<file path="src/rtl/epa_cfg.svh">
// Timing and layout constants for the programmable memory access controller
`ifndef EPA_CFG_SVH
`define EPA_CFG_SVH
// Clock period in ns (20 MHz)
`define EPA_CLK_NS 50
// Address-to-data delay, ns (longest access figure assumed)
`define EPA_ADDR_TO_DATA_NS 150
// Gate-to-data delay, ns
`define EPA_GATE_TO_DATA_NS 70
// Program pulse width, ns (50 us)
`define EPA_PROG_PULSE_NS 50000
// Setup/hold around pulse and verify, ns
`define EPA_SETUP_NS 2000
// Cycle counts, least times rounded up
`define EPA_ACC_CYC ((`EPA_ADDR_TO_DATA_NS + `EPA_CLK_NS - 1) / `EPA_CLK_NS)
`define EPA_GATE_CYC ((`EPA_GATE_TO_DATA_NS + `EPA_CLK_NS - 1) / `EPA_CLK_NS)
`define EPA_PULSE_CYC ((`EPA_PROG_PULSE_NS + `EPA_CLK_NS - 1) / `EPA_CLK_NS)
`define EPA_SETUP_CYC ((`EPA_SETUP_NS + `EPA_CLK_NS - 1) / `EPA_CLK_NS)
// Retry limit for program pulses on one word
`define EPA_MAX_PULSES 25
// Widths
`define EPA_ADDR_W 20
`define EPA_DATA_W 16
`define EPA_CNT_W 12
`endif

</file>
<file path="src/rtl/epa_pkg.sv">
// Types for the programmable memory access controller
`default_nettype none
package epa_pkg;
  // Controller states
  typedef enum logic [3:0] {
    EPA_IDLE, EPA_RSETUP, EPA_RGATE, EPA_RDONE,
    EPA_PSETUP, EPA_PPULSE, EPA_PHOLD, EPA_VGATE, EPA_VCHECK, EPA_PDONE
  } epa_state_t;
  // Request kinds
  typedef enum logic [1:0] {
    EPA_OP_READ, EPA_OP_PROG, EPA_OP_SIG
  } epa_op_t;
endpackage
`default_nettype wire

</file>
<file path="src/rtl/epa_wait_timer.sv">
// Load-and-count-down timer giving a one-cycle done pulse
`timescale 1ns/1ps
`default_nettype none
`include "epa_cfg.svh"
module epa_wait_timer (
  input wire logic mclk,
  input wire logic rst,
  input wire logic load,
  input wire logic [`EPA_CNT_W-1:0] count,
  output logic done
);
  // Remaining cycles, zero means idle
  logic [`EPA_CNT_W-1:0] remain_q;
  // Count down after load
  always_ff @(posedge mclk) begin
    if (rst) begin
      remain_q <= '0;
    end else if (load) begin
      remain_q <= count;
    end else if (remain_q != '0) begin
      remain_q <= remain_q - `EPA_CNT_W'(1);
    end
  end
  // Pulse when last cycle elapses; independent of load so a reload on done forms no loop
  assign done = (remain_q == `EPA_CNT_W'(1));
endmodule
`default_nettype wire

</file>
<file path="src/rtl/epa_host.sv">
// Host controller driving the programmable memory through its pins
`timescale 1ns/1ps
`default_nettype none
`include "epa_cfg.svh"
module epa_host
  import epa_pkg::*;
(
  input wire logic mclk,
  input wire logic rst,
  input wire logic reqValid,
  output logic reqReady,
  input wire logic [1:0] reqOp,
  input wire logic byteMode,
  input wire logic [`EPA_ADDR_W:0] reqAddr,
  input wire logic [`EPA_DATA_W-1:0] reqData,
  output logic rspValid,
  output logic [`EPA_DATA_W-1:0] rspData,
  output logic rspFail,
  output logic chipSelN,
  output logic outGateN,
  output logic widthSelProgSupply,
  output logic progSupplyHigh,
  output logic signatureEntryLevel,
  output logic [`EPA_ADDR_W-1:0] wordAddress,
  input wire logic [14:0] dataIn,
  output logic [14:0] dataOut,
  output logic dataOeN,
  input wire logic topDataOrLowAddrIn,
  output logic topDataOrLowAddrOut,
  output logic topDataOrLowAddrOeN
);
  // Controller state
  epa_state_t state_q;
  // Latched request
  epa_op_t op_q;
  logic byte_q;
  logic [`EPA_ADDR_W:0] addr_q;
  logic [`EPA_DATA_W-1:0] wdata_q;
  // Program pulse tally
  logic [4:0] pulses_q;
  // Pin synchronisers for returned data
  logic [15:0] dataSync1_q;
  logic [15:0] dataSync2_q;
  // Timer handshake
  logic timerLoad;
  logic [`EPA_CNT_W-1:0] timerCount;
  logic timerDone;

  // Wait timer for access, gate, pulse and setup times
  epa_wait_timer uTimer (
    .mclk(mclk),
    .rst(rst),
    .load(timerLoad),
    .count(timerCount),
    .done(timerDone)
  );

  // Merge masked read word: byte reads land in the low byte
  function automatic logic [15:0] shape_read(input logic [15:0] raw, input logic isByte,
                                             input logic isSig);
    if (isSig) begin
      shape_read = {8'h00, raw[7:0]};
    end else if (isByte) begin
      shape_read = {8'h00, raw[7:0]};
    end else begin
      shape_read = raw;
    end
  endfunction

  // Two flip-flops ahead of any data use
  always_ff @(posedge mclk) begin
    if (rst) begin
      dataSync1_q <= 16'h0000;
      dataSync2_q <= 16'h0000;
    end else begin
      dataSync1_q <= {topDataOrLowAddrIn, dataIn};
      dataSync2_q <= dataSync1_q;
    end
  end

  // Request capture
  always_ff @(posedge mclk) begin
    if (rst) begin
      op_q <= EPA_OP_READ;
      byte_q <= 1'b0;
      addr_q <= '0;
      wdata_q <= 16'h0000;
    end else if (reqValid && reqReady) begin
      op_q <= epa_op_t'(reqOp);
      byte_q <= byteMode && (reqOp == 2'h0);
      addr_q <= reqAddr;
      wdata_q <= reqData;
    end
  end

  // Ready only when idle
  assign reqReady = (state_q == EPA_IDLE);

  // Sequencer
  always_ff @(posedge mclk) begin
    if (rst) begin
      state_q <= EPA_IDLE;
      pulses_q <= 5'h00;
      rspValid <= 1'b0;
      rspFail <= 1'b0;
      rspData <= 16'h0000;
    end else begin
      rspValid <= 1'b0;
      case (state_q)
        // Wait for a request
        EPA_IDLE: begin
          pulses_q <= 5'h00;
          if (reqValid) begin
            state_q <= (reqOp == 2'h1) ? EPA_PSETUP : EPA_RSETUP;
          end
        end
        EPA_RSETUP: begin
          if (timerDone) begin
            state_q <= EPA_RGATE;
          end
        end
        EPA_RGATE: begin
          if (timerDone) begin
            state_q <= EPA_RDONE;
          end
        end
        // Capture read data
        EPA_RDONE: begin
          rspData <= shape_read(dataSync2_q, byte_q, op_q == EPA_OP_SIG);
          rspFail <= 1'b0;
          rspValid <= 1'b1;
          state_q <= EPA_IDLE;
        end
        // settle supply and data before pulse
        EPA_PSETUP: begin
          if (timerDone) begin
            state_q <= EPA_PPULSE;
          end
        end
        EPA_PPULSE: begin
          if (timerDone) begin
            pulses_q <= pulses_q + 5'h01;
            state_q <= EPA_PHOLD;
          end
        end
        // Hold data past the pulse end, then release before verify
        EPA_PHOLD: begin
          if (timerDone) begin
            state_q <= EPA_VGATE;
          end
        end
        EPA_VGATE: begin
          if (timerDone) begin
            state_q <= EPA_VCHECK;
          end
        end
        // compare; retry or finish with no extra pulse
        EPA_VCHECK: begin
          if (dataSync2_q == wdata_q) begin
            state_q <= EPA_PDONE;
            rspFail <= 1'b0;
          end else if (pulses_q >= 5'(`EPA_MAX_PULSES)) begin
            state_q <= EPA_PDONE;
            rspFail <= 1'b1;
          end else begin
            state_q <= EPA_PSETUP;
          end
          rspData <= dataSync2_q;
        end
        // Report program result
        EPA_PDONE: begin
          rspValid <= 1'b1;
          state_q <= EPA_IDLE;
        end
        default: begin
          state_q <= EPA_IDLE;
        end
      endcase
    end
  end

  // Timer loads on entering each timed state
  always_comb begin
    timerLoad = 1'b0;
    timerCount = '0;
    case (state_q)
      EPA_IDLE: begin
        timerLoad = reqValid;
        timerCount = (reqOp == 2'h1) ? `EPA_CNT_W'(`EPA_SETUP_CYC)
                                     : `EPA_CNT_W'(`EPA_ACC_CYC);
      end
      EPA_RSETUP: begin
        timerLoad = timerDone;
        timerCount = `EPA_CNT_W'(`EPA_GATE_CYC + 2);
      end
      EPA_PSETUP: begin
        timerLoad = timerDone;
        timerCount = `EPA_CNT_W'(`EPA_PULSE_CYC);
      end
      EPA_PPULSE: begin
        timerLoad = timerDone;
        timerCount = `EPA_CNT_W'(`EPA_SETUP_CYC);
      end
      EPA_PHOLD: begin
        timerLoad = timerDone;
        timerCount = `EPA_CNT_W'(`EPA_ACC_CYC + 2);
      end
      EPA_VCHECK: begin
        timerLoad = (dataSync2_q != wdata_q) && (pulses_q < 5'(`EPA_MAX_PULSES));
        timerCount = `EPA_CNT_W'(`EPA_SETUP_CYC);
      end
      default: begin
        timerLoad = 1'b0;
      end
    endcase
  end

  // Pin drive: select, gate, supply and address
  always_ff @(posedge mclk) begin
    if (rst) begin
      chipSelN <= 1'b1;
      outGateN <= 1'b1;
      widthSelProgSupply <= 1'b1;
      progSupplyHigh <= 1'b0;
      signatureEntryLevel <= 1'b0;
      wordAddress <= '0;
    end else begin
      // select for reads and the program pulse only, not verify; gate as read strobe
      chipSelN <= !(state_q == EPA_RSETUP || state_q == EPA_RGATE || state_q == EPA_PPULSE);
      // gate low only for reads and verify
      outGateN <= !(state_q == EPA_RGATE || state_q == EPA_VGATE || state_q == EPA_VCHECK);
      widthSelProgSupply <= !byte_q;
      // supply high throughout program and verify
      progSupplyHigh <= (state_q >= EPA_PSETUP) && (state_q <= EPA_VCHECK);
      signatureEntryLevel <= (op_q == EPA_OP_SIG) && (state_q == EPA_RSETUP || state_q == EPA_RGATE);
      wordAddress <= addr_q[`EPA_ADDR_W:1];
    end
  end

  // Data and shared top pin drive
  always_ff @(posedge mclk) begin
    if (rst) begin
      dataOut <= 15'h0000;
      dataOeN <= 1'b1;
      topDataOrLowAddrOut <= 1'b0;
      topDataOrLowAddrOeN <= 1'b1;
    end else begin
      // drive data only while gate is high in programming
      dataOeN <= !(state_q == EPA_PSETUP || state_q == EPA_PPULSE || state_q == EPA_PHOLD);
      dataOut <= wdata_q[14:0];
      // byte reads drive extra address on the top pin
      if (byte_q && (state_q == EPA_RSETUP || state_q == EPA_RGATE)) begin
        topDataOrLowAddrOut <= addr_q[0];
        topDataOrLowAddrOeN <= 1'b0;
      end else if (state_q == EPA_PSETUP || state_q == EPA_PPULSE || state_q == EPA_PHOLD) begin
        // Top data bit held through the pulse end like the rest
        topDataOrLowAddrOut <= wdata_q[15];
        topDataOrLowAddrOeN <= 1'b0;
      end else begin
        topDataOrLowAddrOut <= 1'b0;
        topDataOrLowAddrOeN <= 1'b1;
      end
    end
  end
endmodule
`default_nettype wire

</file>
<file path="config.mk">
export PLATFORM = sky130hd
export DESIGN_NAME = epa_host
export DESIGN_NICKNAME = d
export VERILOG_FILES = /design/src/rtl/epa_pkg.sv /design/src/rtl/epa_wait_timer.sv /design/src/rtl/epa_host.sv
export VERILOG_INCLUDE_DIRS = /design/src /design/src/rtl
export SDC_FILE = /design/constraint.sdc
export NUM_CORES = 1
export LEC_CHECK = 0
export ABC_AREA = 1
export BUFFER_PORTS_ARGS = -buffer_cell sky130_fd_sc_hd__buf_2
export CORE_MARGIN = 2
export CORE_UTILIZATION = 50
export CTS_BUF_LIST = sky130_fd_sc_hd__clkbuf_4
export CTS_CLUSTER_DIAMETER = 150
export DETAILED_ROUTE_END_ITERATION = 16
export GPL_TIMING_DRIVEN = 0
export PLACE_DENSITY = 0.77
export SLEW_MARGIN = 0
export SYNTH_ARGS = -nofsm -noshare
export SYNTH_HDL_FRONTEND = slang
export SYNTH_SLANG_ARGS = --single-unit
</file>
<file path="constraint.sdc">
create_clock -name mclk -period 1.65 [get_ports mclk]
set_input_delay 0.495 -clock mclk [delete_from_list [all_inputs] [get_ports mclk]]
set_output_delay 0.495 -clock mclk [all_outputs]
set_load 0.02 [all_outputs]
</file>
==> out/metrics.csv, run 1 <==
stage,metric,value,unit
run_status,outcome,"complete, but fails checks",
run_status,violations,setup timing,
floorplanning,die_w,110,µm
grt,antenna_found_initial,0,
clocking,insertion_delay,560,ps
sta,period_needed,1830,ps
route,wl,14.3,mm
sta,finalSetupViolations,13,
yosys,synth-edff-count,0,
flow_run,maxCapViolations,0,
place,gp_congestion,0.917,
yosys,synth_flop_cell,dfxtp_1,
clocking,clockRootBuffer,clkbuf_4,
power,p_sw,4.72,mW
critical_path,cp_slowest_stage_delay,370,ps
grt,grt_usage,23.5,%
critical_path,critPathMaxFanout,2,
critical_path,arrival,1330,ps
grt,grt_first_pass_wirelength,21.7,mm
power,power.clock.fraction,20.0,%
route,drc,0,
yosys,synthArstFlopShare,0,%
finish,nets,960,
clocking,cts_buffers,17,
route,wl_per_cell,13.6,µm
yosys,synth_area_leaders,"dfxtp_1 (54%), inv_1 (7.8%), nor2_1 (7.6%)",
hold_path,hold_class,input pin to flop,
critical_path,crit_path_top_delay_cell,dfxtp_4,
grt,grt_overflow,0,
sta,fmax,547,MHz
floorplanning,dieArea,12200,µm²
route,post_drt_via_cell_ratio,4.90,
yosys,synth.distinct_cells,29,
finish,antennaDiodeCount,0,
clocking,clock_path_buffers,2,
route,drt_pre_antenna_iters,5,
sta,fin_setup_tns,-615,ps
sta,finalCritPeriodShare,111,%
power,power.density,1620,nW/µm²
sta,rsz0062_at_grt,true,
critical_path,cpMostUsedCell,nor2_4,
sta,max_slew_margin,55.8,%
power,power.internal,7.15,mW
yosys,netlist_instances,725,
route,drtIter0Drc,347,
critical_path,crit_chain,"nor2_4, inv_2, nor2_4, buf_6",
yosys,syn_area,5660,µm²
yosys,syn_nets,788,
clocking,cts_sinks,154,
route,antenna_left,0,
critical_path,end_kind,output pin,
place,port_buffers,120,
finish,drive_gt1_share,32.0,%
power,seq_power_share,40.1,%
route,vias,5140,
sta,maxSlewViolCount,0,
sta,setup_slack,-177,ps
sta,finClkSkew,18.0,ps
clocking,path_clk_slew,150,ps
floorplanning,rows,38,
place,dp_hpwl,9.55,mm
power,ir_drop,1.09,mV
critical_path,startpoint_type,flop,
floorplanning,io_pins,121,
yosys,synth_most_common_cell,dfxtp_1,
clocking,cts_hold_buffers,0,
yosys,synth_top_area_share,54.5,%
yosys,synth_top_area_cell,dfxtp_1,
floorplanning,initial_core_util,51.7,%
place,placed_cells,985,
power,combPwrFrac,39.9,%
route,wl_met3,1.03,mm
yosys,yosys_warnings,0,
sta,hold-worst-slack,120,ps
route,wl_met1,6.14,mm
critical_path,cp_num_buf_inv,2,
critical_path,path_class,flop to output pin,
place,dp_slack,-301,ps
critical_path,required,1150,ps
yosys,syn_area_per_cell,7.80,µm²
route,met2_length,6.80,mm
floorplanning,dieHeight,110,µm
yosys,ys_ff_latch,154,
yosys,seq_area_frac_synth,54.5,%
grt,grt_max_degree,17,
critical_path,cp_top_family,flip-flops,
floorplanning,fp.coreArea,10900,µm²
power,p_leak,3.49,nW
finish,area_growth_syn_to_layout,29.4,%
clocking,htreeDepth,4,
route,routed.top_layer,met4,
power,p_sw_share,39.7,%
clocking,cts_tree,yes,
finish,layoutNonFillerInstCount,1050,
grt,grt_pass1_vias,4677,
sta,worst_slew_pin_slew,663,ps
yosys,ys_top_cells_by_count,"dfxtp_1 (154), inv_1 (117), nor2_1 (114), nand2_1 (104), a21oi_1 (71)",
sta,hold_viol_final,0,
## through the flow
stage	utilization (%)	power (mW)	cell area, µm²
3_5_place_dp	58.8	8.26	6430
5_1_grt	66.9	12.6	7320
3_3_place_gp	58.8	8.19	6430
2_1_floorplan	-	7.31	5660
4_1_cts	63.2	10.9	6920
6_report	66.9	11.9	7320
## worst register-to-register path: cells and delay by family (launching register included)
family	cells	cell delay (ps)
compound gates	1	150
flops	1	390
simple gates	8	780
buf+inv	4	370
## registers in the layout, indices dropped and copies added, names as in the netlist, 2 cells and up
signal,cells
addr_q,21
wordAddress,20
dataSync1_q,16
dataSync2_q,16
rspData,16
wdata_q,16
dataOut,15
uTimer.remain_q,12
pulses_q,5
state_q,4
op_q,2
## placed cells by master, fill, tap and decap left out, types with 4 or more instances in the layout
cell / Yosys / routed
nand3_1: 17 / 13
nand2_1: 104 / 92
inv_1: 117 / 109
nor2_1: 114 / 104
inv_2: 6 / 11
dfxtp_2: 0 / 24
a21oi_2: 0 / 5
nand3_2: 1 / 4
o21ai_0: 69 / 64
dfxtp_1: 154 / 126
clkinv_4: 0 / 7
clkbuf_4: 0 / 17
xor2_1: 8 / 8
dfxtp_4: 0 / 4
buf_6: 0 / 11
o21ai_1: 0 / 5
clkbuf_1: 19 / 18
nand2_2: 5 / 14
a21oi_1: 71 / 66
buf_4: 2 / 31
buf_2: 5 / 119
nor2_2: 4 / 5
nor2_4: 2 / 11
## cell families (layout without fill, tap and decap cells)
group                    count (synthesis)  count (layout)  synth area share, %
flip-flops                             154             154                 54.5
AO/OA/AOI/OAI                          149             149                 13.6
AND/OR/NAND/NOR                        261             261                 19.6
XOR/XNOR                                 8               8                 1.24
buffers and inverters                  149             334                 10.1
adder cells (fa/ha/maj)                  4               4                0.885
## layer usage
metal | vias up | track usage (%)
li1 | 2600 | -
met1 | 2321 | 29.7
met2 | 192 | 38.1
met3 | 27 | 6.94
met4 | 0 | 8.93
met5 | - | 0
## power groups by stage
stage	clock, mW	combinational [mW]	sequential (mW)
after global routing	2.57	5.21	4.84
after detailed placement	0	3.46	4.80
after CTS	2.39	3.82	4.71
after floorplan	0	2.30	5.01
final	2.37	4.73	4.76
after global placement	0	3.41	4.78
## worst paths after layout
kind / start / end / slack [ps] / cells past startpoint
max: state_q[3] / reqReady / -180 / 4
min: dataIn[9] / dataSync1_q[9] / 120 / 3
max reg2reg: state_q[2] / uTimer.remain_q[5] / -100 / 13
min reg2reg: dataSync1_q[5] / dataSync2_q[5] / 410 / 2
## cell type report
| cell class | instances | area (µm²) |
|---|---|---|
| multi-input cells | 422 | 2230 |
| fillers | 921 | 3610 |
| clock buffers | 17 | 128 |
| flip-flops and latches | 154 | 3130 |
| inverters | 123 | 474 |
| clock inverters | 15 | 169 |
| well taps | 140 | 175 |
| plain buffers | 26 | 129 |
| repair buffers | 153 | 891 |
## timing repair
item,CTS,global route
endpoints found under the setup margin,58,67
pin swaps,5,31
cloned,0,2
resized for setup,27,101
buffers inserted,13,20
Note: power is estimated with default switching activity, not from simulation.
==> inputs of run 2 (changes only) <==
CORE_ASPECT_RATIO = 1.25   (was default)
RECOVER_POWER = 25   (was default)
==> run 2 against run 1 <==
  * The run still ends with setup timing left
  * Count of clock-buffer cells in the layout unchanged
  * Largest power group unchanged
  * Cell count down 1.1%
  * Clock power increased by 2%
  * Non-clock buffer count fell by 8
  * Global-route usage down 1.2 points
  * Highest routed layer unchanged
  * Utilization is 2.2 points lower
  * Routed wire length fell by 3.5%
  * Combinational power shrank 6.6%
  * Register-to-register slack worse by 30 ps
  * Sequential share of layout area is 0.88 points higher
  * Die area about the same
  * Power down 2.2%
==> out/metrics.csv, run 2 (synthesis results as in run 1) <==
stage,metric,value,unit
run_status,outcome,"complete, but fails checks",
run_status,violations,setup timing,
sta,max_slew_margin,58.3,%
clocking,cts_tree,yes,
hold_path,min_from,dataIn[1],
critical_path,r2r-start,state_q[0],
route,drc,0,
sta,setup_slack,-185,ps
clocking,htreeDepth,4,
clocking,insertion_delay,560,ps
finish,mostFrequentLayoutCell,dfxtp_1,
sta,rsz0062_at_grt,true,
grt,antenna_found_initial,0,
floorplanning,io_pins,121,
critical_path,crit_path_top_delay_cell,dfxtp_4,
critical_path,startpoint_type,flop,
sta,maxSlewViolCount,0,
place,dp_slack,-370,ps
hold_path,hold_depth,3,
finish,antennaDiodeCount,0,
power,ir_drop,0.683,mV
place,gp_congestion,0.859,
finish,layout_common_cells,"dfxtp_1 (124), buf_2 (119), inv_1 (114)",
clocking,clock_path_buffers,2,
floorplanning,dieHeight,123,µm
clocking,cts_sinks,154,
sta,finalSetupViolations,9,
finish,top_register,addr_q,
place,dp_hpwl,9.57,mm
finish,finalInstanceArea,7180,µm²
floorplanning,initial_core_util,51.0,%
grt,grt_first_pass_wirelength,21.3,mm
critical_path,critPathMaxFanout,2,
floorplanning,dieArea,12200,µm²
route,wl_per_cell,13.3,µm
finish,area_growth_syn_to_layout,26.9,%
route,drt_pre_antenna_iters,5,
power,power.density,1620,nW/µm²
floorplanning,fp.coreArea,11100,µm²
grt,grt_max_degree,17,
power,p_leak,3.43,nW
grt,grt_pass1_vias,4690,
finish,drive_gt1_share,29.6,%
critical_path,r2r_slack,-130,ps
sta,period_needed,1830,ps
route,drtIter0Drc,218,
floorplanning,die_w,99.1,µm
sta,fmax,545,MHz
sta,worst_slew_pin_slew,626,ps
clocking,clockRootBuffer,clkbuf_4,
clocking,path_clk_slew,150,ps
critical_path,crit_chain,"nor2_4, inv_2, nor2_4, buf_6",
critical_path,cpMostUsedCell,nor2_4,
critical_path,startpoint,state_q[1],
route,post_drt_via_cell_ratio,4.88,
critical_path,path_class,flop to output pin,
finish,largest_reg_flops,21,
flow_run,maxCapViolations,0,
grt,grt_overflow,0,
sta,finalCritPeriodShare,111,%
critical_path,rr_worst_depth,13,
critical_path,arrival,1340,ps
critical_path,cp-endpoint,reqReady,
finish,largestRegisters,"addr_q x21, wordAddress x20",
route,vias,5069,
critical_path,end_kind,output pin,
route,antenna_left,0,
sta,hold_viol_final,0,
critical_path,reg2reg_to,uTimer.remain_q[5],
grt,grt_usage,22.4,%
critical_path,cp_slowest_stage_delay,380,ps
floorplanning,rows,43,
hold_path,hold_class,input pin to flop,
sta,finClkSkew,25.2,ps
route,wl,13.8,mm
finish,nets,953,
critical_path,required,1150,ps
place,port_buffers,120,
place,place_area,6430,µm²
clocking,cts_buffers,17,
## run 2: final cells by class
class | instances | area, µm²
Timing Repair Buffer | 145 | 815
Multi-Input combinational cell | 423 | 2170
Sequential cell | 154 | 3130
Inverter | 123 | 467
Clock buffer | 17 | 128
Tap cell | 135 | 169
Fill cell | 962 | 3910
Buffer | 26 | 125
Clock inverter | 15 | 179
## run 2: critical path: cells and delay by family (launching register included)
family	cells	cell delay (ps)
DFF	1	380
buffers and inverters	2	180
and+or+nand+nor	2	240
## run 2: power breakdown
| group | total, mW | internal [mW] | switching (mW) | leakage, nW |
|---|---|---|---|---|
| sequential | 4.77 | 4.43 | 0.339 | 1.28 |
| clock | 2.42 | 0.958 | 1.46 | 0.162 |
| combinational | 4.42 | 1.66 | 2.77 | 1.99 |
| total | 11.6 | 7.04 | 4.56 | 3.43 |
## run 2: how the worst min path moves through the flow
stage / endpoint
after floorplan: dataSync2_q[0]
after global placement: dataSync2_q[5]
after detailed placement: dataSync2_q[0]
after CTS: dataSync1_q[2]
after global routing: dataSync1_q[9]
final: dataSync1_q[1]
## run 2: what timing repair did
item	in CTS	in global routing
endpoints found under the setup margin	69	63
hold buffers	0	0
gates resized for setup	25	66
pin swaps	5	15
gates cloned	0	1
buffers inserted	11	14
## run 2: routing by layer
metal | track usage, % | up-vias | part of all wire, %
met5 | 0 | - | 0
met4 | 10.7 | 0 | 2.8
met3 | 4.97 | 36 | 5.8
met2 | 38.7 | 177 | 49
met1 | 26.3 | 2282 | 43
li1 | - | 2574 | -
## run 2: metrics by stage
stage / total power, mW / setup TNS (ps) / hold slack (ps) / util, % / instances
after global routing: 12.3 / -1990 / 73.4 / 64.8 / 1038
after detailed placement: 8.26 / -19720 / 393 / 58.0 / 980
final: 11.6 / -565 / 116 / 64.8 / 1038
after floorplan: 7.31 / 0 / 388 / - / 725
after CTS: 10.9 / -213 / 93.0 / 62.3 / 1023
after global placement: 8.18 / -16260 / 389 / 58.0 / 980
